<file path="src/hw/gml_pkg.sv">
// package of register map, field layout and carrier types for the memory layout bank
package gml_pkg;
  // register offsets, byte addresses with bit 0 ignored by the word decode
  localparam logic [10:0] OFF_DISP_WIDTH = 11'h010;
  localparam logic [10:0] OFF_DISP_HEIGHT = 11'h012;
  localparam logic [10:0] OFF_FRAME_ZERO = 11'h014;
  localparam logic [10:0] OFF_FRAME_ONE = 11'h016;
  localparam logic [10:0] OFF_LIST_HIGH = 11'h018;
  localparam logic [10:0] OFF_LIST_LOW = 11'h01a;
  localparam logic [10:0] OFF_SOURCE = 11'h01c;
  localparam logic [10:0] OFF_WORK = 11'h01e;
  localparam logic [10:0] OFF_CTRL = 11'h020;
  localparam logic [10:0] OFF_STATUS = 11'h022;
  // field masks of defined bits
  localparam logic [15:0] MASK_WIDTH = 16'h03ff;
  localparam logic [15:0] MASK_HEIGHT = 16'h01ff;
  localparam logic [15:0] MASK_BASE7 = 16'h007f;
  localparam logic [15:0] MASK_LIST_LOW = 16'hffe0;
  localparam logic [15:0] MASK_AREA = 16'he07f;
  localparam logic [15:0] MASK_CTRL = 16'h0003;
  localparam logic [15:0] MASK_STATUS = 16'h0001;
  // control field positions
  localparam int CTRL_SHOW_BIT = 0;
  localparam int CTRL_SELECT_BIT = 1;
  // reset values of the control register (layout fields keep their value)
  localparam logic [15:0] CTRL_RESET = 16'h0000;
  localparam logic [31:0] UNMAPPED_DATA = 32'h0000_0000;
  // bus answer timing: one wait cycle on every access
  localparam int WAIT_CYCLES = 1;

  typedef enum logic [1:0] {
    GML_IDLE = 2'b00,
    GML_ACK = 2'b01
  } gml_bus_state_type;

  typedef struct packed {
    logic [6:0] display_base;
    logic [6:0] render_base;
    logic render_from_frame;
    logic [17:0] list_base;
    logic [9:0] area_base_source;
    logic [9:0] area_base_work;
    logic [9:0] screen_width_dots;
    logic [8:0] screen_height_dots;
  } gml_layout_type;
endpackage : gml_pkg

</file>
<file path="src/hw/gml_field_reg.sv">
// one 16-bit register holding only its defined bits, no reset
`timescale 1ns/1ps
module gml_field_reg #(
  parameter logic [15:0] MASK = 16'hffff
) (
  input wire logic core_clk,
  input wire logic wr_en,
  input wire logic [15:0] wr_data,
  output logic [15:0] value
);
  logic [15:0] value_r;
  // keeps contents through reset; undefined bits never stored
  always_ff @(posedge core_clk) begin
    if (wr_en) begin
      value_r <= wr_data & MASK;
    end
  end
  assign value = value_r;
endmodule : gml_field_reg

</file>
<file path="src/hw/gml_shadow.sv">
// shadow copy that loads the live value on an update strobe
`timescale 1ns/1ps
module gml_shadow (
  input wire logic core_clk,
  input wire logic load,
  input wire logic [6:0] live,
  output logic [6:0] held
);
  logic [6:0] held_r;
  // takes effect only at the update strobe
  always_ff @(posedge core_clk) begin
    if (load) begin
      held_r <= live;
    end
  end
  assign held = held_r;
endmodule : gml_shadow

</file>
<file path="src/hw/graphics_memory_layout_regs.sv">
// memory layout register bank with avalon-mm slave and effective address outputs
//
// Design decision made here: the Avalon-MM slave port.
`timescale 1ns/1ps
module graphics_memory_layout_regs (
  input wire logic core_clk,
  input wire logic srst,
  input wire logic [10:0] avs_address,
  input wire logic avs_read,
  input wire logic avs_write,
  input wire logic [31:0] avs_writedata,
  input wire logic [3:0] avs_byteenable,
  output logic [31:0] avs_readdata,
  output logic avs_waitrequest,
  input wire logic internal_update,
  input wire logic external_update,
  output gml_pkg::gml_layout_type layout
);
  ////////////////////////////////////////////////////////////////////////////
  // bus handshake
  gml_pkg::gml_bus_state_type state_r;
  logic req;
  logic take;
  assign req = avs_read | avs_write;
  assign take = (state_r == gml_pkg::GML_ACK);

  // one wait cycle, then answer with waitrequest low
  always_ff @(posedge core_clk) begin
    if (srst) begin
      state_r <= gml_pkg::GML_IDLE;
    end else begin
      case (state_r)
        gml_pkg::GML_IDLE: begin
          if (req) begin
            state_r <= gml_pkg::GML_ACK;
          end
        end
        gml_pkg::GML_ACK: begin
          state_r <= gml_pkg::GML_IDLE;
        end
        default: begin
          state_r <= gml_pkg::GML_IDLE;
        end
      endcase
    end
  end

  logic waitreq_r;
  // waitrequest low only in the answer cycle
  always_ff @(posedge core_clk) begin
    if (srst) begin
      waitreq_r <= 1'b1;
    end else begin
      waitreq_r <= !(state_r == gml_pkg::GML_IDLE && req);
    end
  end
  assign avs_waitrequest = waitreq_r;

  ////////////////////////////////////////////////////////////////////////////
  // write decode
  function automatic logic hit(input logic [10:0] a, input logic [10:0] off);
    hit = ({a[10:1], 1'b0} == off);
  endfunction : hit

  logic lane_ok;
  logic wr;
  logic [15:0] wd;
  assign lane_ok = &avs_byteenable[1:0];
  assign wr = take & avs_write & lane_ok;
  assign wd = avs_writedata[15:0];

  logic [15:0] v_width, v_height, v_frame0, v_frame1, v_lh, v_ll, v_src, v_wrk;

  // per-register write enables, full low half-word only
  logic we_width;
  logic we_height;
  logic we_frame0;
  logic we_frame1;
  logic we_list_high;
  logic we_list_low;
  logic we_source;
  logic we_work;
  logic we_ctrl;
  assign we_width = wr & hit(avs_address, gml_pkg::OFF_DISP_WIDTH);
  assign we_height = wr & hit(avs_address, gml_pkg::OFF_DISP_HEIGHT);
  assign we_frame0 = wr & hit(avs_address, gml_pkg::OFF_FRAME_ZERO);
  assign we_frame1 = wr & hit(avs_address, gml_pkg::OFF_FRAME_ONE);
  assign we_list_high = wr & hit(avs_address, gml_pkg::OFF_LIST_HIGH);
  assign we_list_low = wr & hit(avs_address, gml_pkg::OFF_LIST_LOW);
  assign we_source = wr & hit(avs_address, gml_pkg::OFF_SOURCE);
  assign we_work = wr & hit(avs_address, gml_pkg::OFF_WORK);
  assign we_ctrl = wr & hit(avs_address, gml_pkg::OFF_CTRL);

  // origin of an area register: address bits 22..16 then 15..13
  function automatic logic [9:0] area_origin(input logic [15:0] r);
    area_origin = {r[6:0], r[15:13]};
  endfunction : area_origin

  gml_field_reg #(.MASK(gml_pkg::MASK_WIDTH)) u_width (
    .core_clk(core_clk),
    .wr_en(we_width),
    .wr_data(wd),
    .value(v_width)
  );
  gml_field_reg #(.MASK(gml_pkg::MASK_HEIGHT)) u_height (
    .core_clk(core_clk),
    .wr_en(we_height),
    .wr_data(wd),
    .value(v_height)
  );
  gml_field_reg #(.MASK(gml_pkg::MASK_BASE7)) u_frame0 (
    .core_clk(core_clk),
    .wr_en(we_frame0),
    .wr_data(wd),
    .value(v_frame0)
  );
  gml_field_reg #(.MASK(gml_pkg::MASK_BASE7)) u_frame1 (
    .core_clk(core_clk),
    .wr_en(we_frame1),
    .wr_data(wd),
    .value(v_frame1)
  );
  gml_field_reg #(.MASK(gml_pkg::MASK_BASE7)) u_lh (
    .core_clk(core_clk),
    .wr_en(we_list_high),
    .wr_data(wd),
    .value(v_lh)
  );
  gml_field_reg #(.MASK(gml_pkg::MASK_LIST_LOW)) u_ll (
    .core_clk(core_clk),
    .wr_en(we_list_low),
    .wr_data(wd),
    .value(v_ll)
  );
  gml_field_reg #(.MASK(gml_pkg::MASK_AREA)) u_src (
    .core_clk(core_clk),
    .wr_en(we_source),
    .wr_data(wd),
    .value(v_src)
  );
  gml_field_reg #(.MASK(gml_pkg::MASK_AREA)) u_wrk (
    .core_clk(core_clk),
    .wr_en(we_work),
    .wr_data(wd),
    .value(v_wrk)
  );

  ////////////////////////////////////////////////////////////////////////////
  // control: displayed buffer flag and render address select
  logic displayed_buffer_flag_r;
  logic render_address_select_r;
  logic displayed_buffer_flag_nxt;
  logic render_address_select_nxt;

  // next control bits: written value on a control write, else held
  always_comb begin
    displayed_buffer_flag_nxt = displayed_buffer_flag_r;
    render_address_select_nxt = render_address_select_r;
    if (we_ctrl) begin
      displayed_buffer_flag_nxt = wd[gml_pkg::CTRL_SHOW_BIT];
      render_address_select_nxt = wd[gml_pkg::CTRL_SELECT_BIT];
    end
  end

  // control bits reset to defined values
  always_ff @(posedge core_clk) begin
    if (srst) begin
      displayed_buffer_flag_r <= gml_pkg::CTRL_RESET[gml_pkg::CTRL_SHOW_BIT];
      render_address_select_r <= gml_pkg::CTRL_RESET[gml_pkg::CTRL_SELECT_BIT];
    end else begin
      displayed_buffer_flag_r <= displayed_buffer_flag_nxt;
      render_address_select_r <= render_address_select_nxt;
    end
  end

  // shown flag follows control flag at internal update
  logic shown_flag_r;
  always_ff @(posedge core_clk) begin
    if (srst) begin
      shown_flag_r <= 1'b0;
    end else if (internal_update) begin
      shown_flag_r <= displayed_buffer_flag_r;
    end
  end

  ////////////////////////////////////////////////////////////////////////////
  // effective frame bases
  logic [6:0] disp_live, rend_live, disp_held, rend_held;
  assign disp_live = displayed_buffer_flag_r ? v_frame1[6:0] : v_frame0[6:0];
  assign rend_live = displayed_buffer_flag_r ? v_frame0[6:0] : v_frame1[6:0];

  gml_shadow u_disp (
    .core_clk(core_clk),
    .load(internal_update),
    .live(disp_live),
    .held(disp_held)
  );
  gml_shadow u_rend (
    .core_clk(core_clk),
    .load(external_update),
    .live(rend_live),
    .held(rend_held)
  );

  // registered layout output, one flop group per field
  logic [6:0] display_base_r;
  logic [6:0] render_base_r;
  logic render_from_frame_r;
  logic [17:0] list_base_r;
  logic [9:0] source_base_r;
  logic [9:0] work_base_r;
  logic [9:0] width_dots_r;
  logic [8:0] height_dots_r;

  // shown frame base, moves only after an internal update
  always_ff @(posedge core_clk) begin
    if (srst) begin
      display_base_r <= 7'h00;
    end else begin
      display_base_r <= disp_held;
    end
  end

  // render origin base, moves only after an external update
  always_ff @(posedge core_clk) begin
    if (srst) begin
      render_base_r <= 7'h00;
    end else begin
      render_base_r <= rend_held;
    end
  end

  // origin taken from the hidden frame while select is low
  always_ff @(posedge core_clk) begin
    if (srst) begin
      render_from_frame_r <= 1'b0;
    end else begin
      render_from_frame_r <= ~render_address_select_r;
    end
  end

  // display list base, high and low halves joined
  always_ff @(posedge core_clk) begin
    if (srst) begin
      list_base_r <= 18'h00000;
    end else begin
      list_base_r <= {v_lh[6:0], v_ll[15:5]};
    end
  end

  // source area origin
  always_ff @(posedge core_clk) begin
    if (srst) begin
      source_base_r <= 10'h000;
    end else begin
      source_base_r <= area_origin(v_src);
    end
  end

  // work area origin
  always_ff @(posedge core_clk) begin
    if (srst) begin
      work_base_r <= 10'h000;
    end else begin
      work_base_r <= area_origin(v_wrk);
    end
  end

  // screen width in dots
  always_ff @(posedge core_clk) begin
    if (srst) begin
      width_dots_r <= 10'h000;
    end else begin
      width_dots_r <= v_width[9:0];
    end
  end

  // screen height in dots
  always_ff @(posedge core_clk) begin
    if (srst) begin
      height_dots_r <= 9'h000;
    end else begin
      height_dots_r <= v_height[8:0];
    end
  end

  // output carrier assembled from the field flops
  assign layout = '{
    display_base: display_base_r,
    render_base: render_base_r,
    render_from_frame: render_from_frame_r,
    list_base: list_base_r,
    area_base_source: source_base_r,
    area_base_work: work_base_r,
    screen_width_dots: width_dots_r,
    screen_height_dots: height_dots_r
  };

  ////////////////////////////////////////////////////////////////////////////
  // read back
  logic [15:0] rd_mux;
  always_comb begin
    rd_mux = 16'h0000;
    case ({avs_address[10:1], 1'b0})
      gml_pkg::OFF_DISP_WIDTH: rd_mux = v_width;
      gml_pkg::OFF_DISP_HEIGHT: rd_mux = v_height;
      gml_pkg::OFF_FRAME_ZERO: rd_mux = v_frame0;
      gml_pkg::OFF_FRAME_ONE: rd_mux = v_frame1;
      gml_pkg::OFF_LIST_HIGH: rd_mux = v_lh;
      gml_pkg::OFF_LIST_LOW: rd_mux = v_ll;
      gml_pkg::OFF_SOURCE: rd_mux = v_src;
      gml_pkg::OFF_WORK: rd_mux = v_wrk;
      gml_pkg::OFF_CTRL: rd_mux = {14'h0000, render_address_select_r, displayed_buffer_flag_r};
      gml_pkg::OFF_STATUS: rd_mux = {15'h0000, shown_flag_r};
      default: rd_mux = gml_pkg::UNMAPPED_DATA[15:0];
    endcase
  end

  logic [31:0] rdata_r;
  // read data captured while waiting, stands at the answer edge
  always_ff @(posedge core_clk) begin
    if (srst) begin
      rdata_r <= 32'h0000_0000;
    end else if (state_r == gml_pkg::GML_IDLE && avs_read) begin
      rdata_r <= {16'h0000, rd_mux};
    end
  end
  assign avs_readdata = rdata_r;
endmodule : graphics_memory_layout_regs

</file>
<file path="config.mk">
export PLATFORM = sky130hd
export DESIGN_NAME = graphics_memory_layout_regs
export DESIGN_NICKNAME = d
export VERILOG_FILES = /design/src/hw/gml_pkg.sv /design/src/hw/gml_field_reg.sv /design/src/hw/gml_shadow.sv /design/src/hw/graphics_memory_layout_regs.sv
export SDC_FILE = /design/constraint.sdc
export NUM_CORES = 1
export LEC_CHECK = 0
export BUFFER_PORTS_ARGS = -buffer_cell sky130_fd_sc_hd__buf_2
export CORE_MARGIN = 2
export CORE_UTILIZATION = 47
export DETAILED_ROUTE_END_ITERATION = 10
export GPL_TIMING_DRIVEN = 0
export PLACE_DENSITY_LB_ADDON = 0.3
export SYNTH_ARGS = -nofsm -noshare
export SYNTH_HDL_FRONTEND = slang
export SYNTH_SLANG_ARGS = --single-unit
</file>
<file path="constraint.sdc">
create_clock -name core_clk -period 1.8 [get_ports core_clk]
set_input_delay 0.09 -clock core_clk [delete_from_list [all_inputs] [get_ports core_clk]]
set_output_delay 0.09 -clock core_clk [all_outputs]
set_load 0.02 [all_outputs]
</file>
# == Word-level counts from Yosys, hierarchy flattened ==
# Index checks and enable logic that the tools add are counted.
# word_totals
latchBits,0
romBits,0
mem_bits_rw,0
ff_bits,178
mem_count,0
# classes
n_lt_le_gt_ge,0
add_sub_neg,0
n_mux,3
multipliers,0
div,0
n_shift,0
bitwise,14
n_eq_ne,10
reduce_logical,6
# op_table
op,count
case mux 16 bit (10 select lines),1
"== test 10 x 4 -> 1 bit, second input constant",8
"== test 10 x 5 -> 1 bit, second input constant",2
2-to-1 mux 7 bit,2
AND 1 bit,11
logical AND 1 bit,2
logical NOT 2 bit,1
inverter 1 bit,2
AND reduction 2 bit,1
OR reduction 2 bit,1
logical NOT 1 bit,1
bitwise OR 1 bit,1

# == Logic depth before layout (Yosys ltp) ==
# Gate-level depths: netlist of the first run.
# depth
ltp_word,3
mapped_depth,7
mapped_depth_nobuf,4

# == Hierarchy ==
# Synthesis of the first run repeated with hierarchy kept, for this count alone.
# unflattened
hier_cells,524
area_unflattened_um2,7215.7
# modules_own_cells
mod,cells_each,area_each_um2,instances
graphics_memory_layout_regs,374,4205.3,1
gml_field_reg (u_src ...),17,349.1,3
gml_field_reg (u_frame0 ...),17,281.5,3
gml_shadow,7,210.2,2
gml_field_reg (u_ll),17,371.6,1
gml_field_reg (u_height),17,326.6,1

# == Least setup slack after synthesis of the first run ==
# OpenSTA, ideal clock, no wires.
# synth_path
path_kind,input -> register
from,input port avs_address[1]
to,"register u_ll.value_r[10], in the netlist u_ll.value[10], enable pin"
path_stages,5
n_path_buf,3
arrival_time_ns,1.534
path_slack_ns,-0.127
setup_time_ns,0.393
required_time_ns,1.407
path_cell_list,buf_4 -> buf_4 -> buf_2 -> nand2b_1 -> nor3_1
# synth_via
elab_chain_cells,2
# synth_rtl
item,line,text
from (decl),graphics_memory_layout_regs.sv:8,"input wire logic [10:0] avs_address,"
== test 10 x 4 -> 1 bit,graphics_memory_layout_regs.sv:62,"hit = ({a[10:1], 1'b0} == off);"
AND 1 bit,graphics_memory_layout_regs.sv:89,"assign we_list_low = wr & hit(avs_address, gml_pkg::OFF_LIST_LOW);"
net u_ll.wr_en,gml_field_reg.sv:7,"input wire logic wr_en,"
to (signal assigned),gml_field_reg.sv:15,value_r <= wr_data & MASK;
to (decl),gml_field_reg.sv:11,logic [15:0] value_r;
# The timed path passes the listed nets, and every way through them passes these cells.
# A chain may end at the register's enable or synchronous reset.

# == Worst setup path in the final report of the first run ==
# layout_path
from,register state_r[0]
to,"register u_wrk.value_r[1], in the netlist u_wrk.value[1], enable pin"
# layout_via
elab_chain_cells,3
# layout_rtl
item,line,text
from (decl),graphics_memory_layout_regs.sv:21,gml_pkg::gml_bus_state_type state_r;
from (signal assigned),graphics_memory_layout_regs.sv:30,state_r <= gml_pkg::GML_IDLE;
from (signal assigned),graphics_memory_layout_regs.sv:35,state_r <= gml_pkg::GML_ACK;
from (signal assigned),graphics_memory_layout_regs.sv:39,state_r <= gml_pkg::GML_IDLE;
AND 1 bit (2 in series),graphics_memory_layout_regs.sv:69,assign wr = take & avs_write & lane_ok;
AND 1 bit,graphics_memory_layout_regs.sv:91,"assign we_work = wr & hit(avs_address, gml_pkg::OFF_WORK);"
net u_wrk.wr_en,gml_field_reg.sv:7,
to (signal assigned),gml_field_reg.sv:15,
to (decl),gml_field_reg.sv:11,
# The timed path passes the listed nets, and every way through them passes these cells.

==> impl_results.md, run 1 <==
* Largest net degree at the start of global routing at 17
* Global-route wire length before repair at 22.3 mm
* Pre-antenna DRT Iters at 5
* Fmax at 587 MHz
* Critical Path Sink: u_wrk.value[1]$_DFFE_PP_
* Vias in the first global route at 4069
* Mean area per synthesized cell at 13.8 um^2
* FF-to-FF path depth at 3
* Chip height at 120 um
* Die Width at 120 um
* Post-Synthesis Cells at 457
* Minimum clock period at 1.70 ns
* #FFs+latches synth at 178
* Rows at 42
* Leak pwr at 3.28 nW
* Die area at 14400 um^2
* Async S/R FF share, synth at 0
* Slew margin rel. at 0.466
* Tot GR Track Use at 0.213
* Worst-path fanout max at 10
* Ys flop type: dfxtp_1
* Actual slew at the worst max-slew pin at 0.801 ns
* Total power at 8.76 mW
* Root buf cell: clkbuf_16
* NumNets Final at 684
* Via-per-instance ratio at 5.04
* Post-synthesis sequential area ratio at 0.699
* H-Tree Depth at 4
* # diodes at 0
* Worst setup EP type: flip-flop
* Clock power share at 0.450
* Inst Count DP at 767
* Buf/Inv on CP at 0
* Power per cell area at 1080 nW/um^2
* Core area at 13200 um^2
* Design area at 8130 um^2
* Yosys Warn Count at 0
* Port Buffers at 119
* Critical path arrival at 1.76 ns
* Worst skew pair latency at 0.42 ns
* Final Hold Viols at 0
* Clock slew at reported path FFs at 0.07 ns
* Worst vdd ir at 0.647 mV
* Reg2reg start: state_r[0]$_SDFFE_PP0N_
* Grt ovf at 0
* Fin crit share at 0.947
* Critical Path RT at 1.86 ns
* CP startpoint kind: flip-flop
* Post-layout instance count excluding filler cells at 819
* Multi-input gate area at 1760 um^2
* P&R area growth vs syn at 28.8%
* CTS tree: built
* Post-layout util at 0.617
* Wire per inst at 18.1 um
* Layout fillers at 1038
* TritonCTS Buffers at 17
* Max Cap Viol at 0
* Instance area at placement at 7200 um^2
* CP top delay family: simple AND/OR/NAND/NOR gates
* Critical-path cell list: and4_1 -> nand3_1 -> nor2_4
* Area leader, netlist: edfxtp_1
* Status: finished, final reports clean
* Proportion of layout cells with a drive suffix above 1 at 0.331
* Setup slack, reg-to-reg at 0.1 ns
* Syn Std Cell Area at 6320 um^2
* Largest stage delay on the critical path at 0.48 ns
* Io pins at 158
* Yosys top cell area share at 0.404
* Worst min-delay path class: input port to flip-flop
* Worst r2r dst: u_wrk.value[1]$_DFFE_PP_
* Wirelength, routed at 14.8 mm
* Final setup violation count at 0
* Worst setup path startpoint: state_r[0]$_SDFFE_PP0N_
* Post-synth EDFFs at 85
* Unrepaired setup endpoints after global routing: false
* Comb pwr share at 0.058
* Int Pwr at 6.93 mW
* DRC viols at 0
* Critical path's slowest cell: nor2_4
* Max Slew Vio Count at 0
* Dominant cells by area after synthesis: edfxtp_1, dfxtp_1, nor2b_1
* DRT iter0 DRCs at 328
* WP depth at 3
* Skew final at 0.00703 ns
* Initial antenna violation count at 0
* Psw at 1.82 mW
* CTS sink count at 178
* Cell variety after synth at 42
* Maximum buffer depth of the clock tree at 2
* Initial Utilization at 0.479
* Hold slack final at 0.00240 ns
* RD Place Congestion at 0.811
* Setup CP Type: flip-flop to flip-flop
* Hpwl dp at 10.2 mm
* Vias at 4128
* Antenna Nets Post-Route at 0
* Sw Share at 0.208
* Seq pwr share at 0.492
* Storage cell area at 4410 um^2
-- power by group through the flow --
stage / clock [mW] / sequential [mW] / combinational [mW]
2_1_floorplan: 0 / 4.46 / 0.217
6_report: 3.95 / 4.31 / 0.506
3_5_place_dp: 0 / 4.40 / 0.469
3_3_place_gp: 0 / 4.39 / 0.465
5_1_grt: 4.18 / 4.31 / 0.543
4_1_cts: 4.00 / 4.31 / 0.506
-- cell families after synthesis --
family                 after synthesis  share of synthesized area
AOI/OAI and AO/OA                   38                     0.0392
buffers and inverters               44                     0.0410
DFF                                178                      0.699
muxes                               40                     0.0790
other                                1                   0.000594
and+or+nand+nor                    156                      0.141
-- placed cells by master (no fill, tap or decap), drive strengths merged, types with 4 or more instances in the layout --
| master | count |
|---|---|
| buf | 149 |
| dfxtp | 93 |
| edfxtp | 85 |
| nor2b | 72 |
| clkbuf | 31 |
| nand2 | 21 |
| mux2 | 19 |
| dlygate4sd3 | 18 |
| conb | 16 |
| mux2i | 15 |
| nand3 | 14 |
| nor2 | 14 |
| o21ai | 11 |
| a21oi | 9 |
| mux4 | 6 |
| nor3 | 6 |
| nand2b | 5 |
| bufinv | 5 |
| inv | 5 |
| nor3b | 4 |
| clkinvlp | 4 |
-- cells in the mapped netlist (all sizes together), types with 4 or more instances --
library cell and number:
mux2 19, buf 28, mux2i 15, edfxtp 85, dfxtp 93, clkbuf 12, nand3 14, nand2 21
nor3b 4, nand2b 5, mux4 6, nor2 14, nor3 6, nor2b 72, inv 4, o21ai 11
a21oi 9
-- registers in the layout (all words and copies together), names as in the netlist, 7 cells and up --
signal          flops
avs_readdata       16
display_base_r      7
height_dots_r       9
list_base_r        18
render_base_r       7
source_base_r      10
u_disp.held         7
u_frame0.value      7
u_frame1.value      7
u_height.value      9
u_lh.value          7
u_ll.value         11
u_rend.held         7
u_src.value        10
u_width.value      10
u_wrk.value        10
width_dots_r       10
work_base_r        10
-- final cells by class --
class	instances	area share
flip-flops and latches	178	0.543
multi-input cells	250	0.217
repair buffers	140	0.103
clock buffers	18	0.0528
plain buffers	40	0.0301
well taps	176	0.0271
clock inverters	13	0.0258
inverters	4	0.00185
-- metal layers --
layer / track usage / share of wire
met5: 0 / 0
met4: 0.0809 / 0.021
met3: 0.0556 / 0.086
met2: 0.350 / 0.48
met1: 0.270 / 0.41
-- worst register-to-register path, cell delays in order, from the launching register on --
cell and delay [ns]:
dfxtp_1 0.37, and4_1 0.30, nand3_1 0.19, nor2_4 0.48
-- how the worst min path moves through the flow --
stage               slack, ns              start  depth (start not counted)                          end
floorplan                0.19   avs_writedata[0]                          0  u_frame0.value[0]$_DFFE_PP_
global placement         0.27  avs_writedata[11]                          1     u_ll.value[11]$_DFFE_PP_
finish                  0.002    external_update                          1     u_rend.held[2]$_DFFE_PP_
CTS                     0.002    external_update                          1     u_rend.held[2]$_DFFE_PP_
detailed placement       0.27  avs_writedata[11]                          1     u_ll.value[11]$_DFFE_PP_
global route            0.009    external_update                          1     u_rend.held[4]$_DFFE_PP_
-- what timing repair did --
item,CTS,global route
hold buffers,18,0
pin swaps,0,3
resized for setup,10,2
hold endpoints to repair,73,0
setup endpoints to repair,71,39
cloned,0,0
buffers inserted,0,3
-- per-stage QoR --
stage / setup WS [ns] / TNS (ns)
finish: 0.0958 / 0
global route: 0.00630 / 0
CTS: -0.0308 / -0.284
detailed placement: -0.666 / -30.90
global placement: -0.576 / -28.11
floorplan: 0.0958 / 0
Note: power is estimated with default switching activity, not from simulation.
==> run 2, diff against run 1 <==
- CORE_UTILIZATION: 47 -> 49
- CTS_BUF_LIST: default -> sky130_fd_sc_hd__clkbuf_4 sky130_fd_sc_hd__clkbuf_8
==> impl_results.md, run 2 (synthesis results as in run 1) <==
* Status: finished, final reports clean
* Largest net degree at the start of global routing at 17
* Io pins at 158
* P&R area growth vs syn at 24.9%
* Worst-path fanout max at 11
* Port Buffers at 119
* Rows at 41
* Max Cap Viol at 0
* TritonCTS Buffers at 17
* Slew margin rel. at 0.488
* Worst setup EP type: flip-flop
* Hold slack final at 0.0692 ns
* Storage cell area at 4410 um^2
* Commonest non-fill, non-tap cell in the layout: buf_2
* RD Place Congestion at 0.857
* Die area at 13800 um^2
* Biggest register: list_base_r
* Setup CP Type: flip-flop to flip-flop
* Unrepaired setup endpoints after global routing: false
* NumNets Final at 684
* Minimum clock period at 1.70 ns
* Wirelength, routed at 15.0 mm
* Worst skew pair latency at 0.46 ns
* Global-route wire length before repair at 23.0 mm
* CTS sink count at 178
* Actual slew at the worst max-slew pin at 0.766 ns
* Worst vdd ir at 0.620 mV
* Final Hold Viols at 0
* Leak pwr at 3.19 nW
* Wire per inst at 18.4 um
* CTS tree: built
* Inst Count DP at 763
* Worst min-delay path class: input port to flip-flop
* H-Tree Depth at 4
* Critical path arrival at 1.80 ns
* Core area at 12600 um^2
* Hpwl dp at 10.3 mm
* Fmax at 587 MHz
* Final TNS setup at 0 ns
* Root buf cell: clkbuf_8
* Critical Path RT at 1.90 ns
* Max reg flops at 18
* Multi-input gate area at 1770 um^2
* DRC viols at 0
* Clock slew at reported path FFs at 0.09 ns
* Via-per-instance ratio at 5.05
* Fin crit share at 0.947
* Instance area at placement at 7200 um^2
* Power per cell area at 968 nW/um^2
* Chip height at 118 um
* Die Width at 118 um
* DRT iter0 DRCs at 267
* Maximum buffer depth of the clock tree at 2
* Vias in the first global route at 4114
* Vias at 4117
* Layout fillers at 1010
* Pre-antenna DRT Iters at 4
* Initial antenna violation count at 0
* Most frequent cells in the layout: buf_2, dfxtp_1, edfxtp_1, nor2b_1, nand2_1
* Proportion of layout cells with a drive suffix above 1 at 0.331
* Max Slew Vio Count at 0
* Tot GR Track Use at 0.224
* # diodes at 0
* Initial Utilization at 0.500
* Design area at 7890 um^2
* Antenna Nets Post-Route at 0
* Skew final at 0.00762 ns
* Post-layout instance count excluding filler cells at 816
* Grt ovf at 0
* CP startpoint kind: flip-flop
* Final setup violation count at 0
==> run 2: cell type report <==
class,count,area share
well taps,172,0.0273
flip-flops and latches,178,0.560
plain buffers,40,0.0311
clock buffers,20,0.0325
multi-input cells,250,0.224
repair buffers,140,0.103
clock inverters,12,0.0198
inverters,4,0.00190
==> run 2: critical path, stage by stage (launching register included) <==
cell and delay [ns]:
dfxtp_1 0.40, nand4_1 0.25, nor3_4 0.69
==> run 2: power breakdown <==
group | switching [mW] | total, mW | internal [mW]
combinational | 0.322 | 0.511 | 0.188
sequential | 0.0161 | 4.30 | 4.29
clock | 1.40 | 2.82 | 1.42
==> run 2: what timing repair did <==
action	in CTS	in global routing
pin swaps	0	0
setup endpoints to repair	71	24
buffers inserted	1	0
hold buffers	20	0
hold endpoints to repair	88	0
resized for setup	10	3
==> run 2: final timing paths <==
path / startpoint / to / slack [ns] / cells past startpoint
hold reg to reg: u_rend.held[2]$_DFFE_PP_ / render_base_r[2]$_SDFF_PP0_ / 0.46 / 1
hold / removal: avs_address[4] / avs_readdata[0]$_SDFFE_PP0P_ / 0.07 / 4
setup reg to reg: state_r[0]$_SDFFE_PP0N_ / u_ll.value[11]$_DFFE_PP_ / 0.1 / 2
setup / recovery: state_r[0]$_SDFFE_PP0N_ / u_ll.value[11]$_DFFE_PP_ / 0.1 / 2
==> run 2: per-layer routing <==
metal / vias up / track usage / part of all wire
met1: 1992 / 0.276 / 0.41
met5: - / 0 / 0
met4: 0 / 0.0904 / 0.024
met3: 27 / 0.0586 / 0.068
met2: 162 / 0.378 / 0.50
li1: 1936 / - / -
==> run 2: metrics by stage <==
| step | setup slack (ns) | utilization | power (mW) |
|---|---|---|---|
| floorplan | 0.0958 | - | 4.68 |
| global placement | -0.590 | 0.570 | 4.86 |
| detailed placement | -0.631 | 0.570 | 4.86 |
| CTS | 0.00728 | 0.624 | 7.67 |
| global route | 0.0257 | 0.625 | 7.86 |
| finish | 0.0954 | 0.625 | 7.64 |
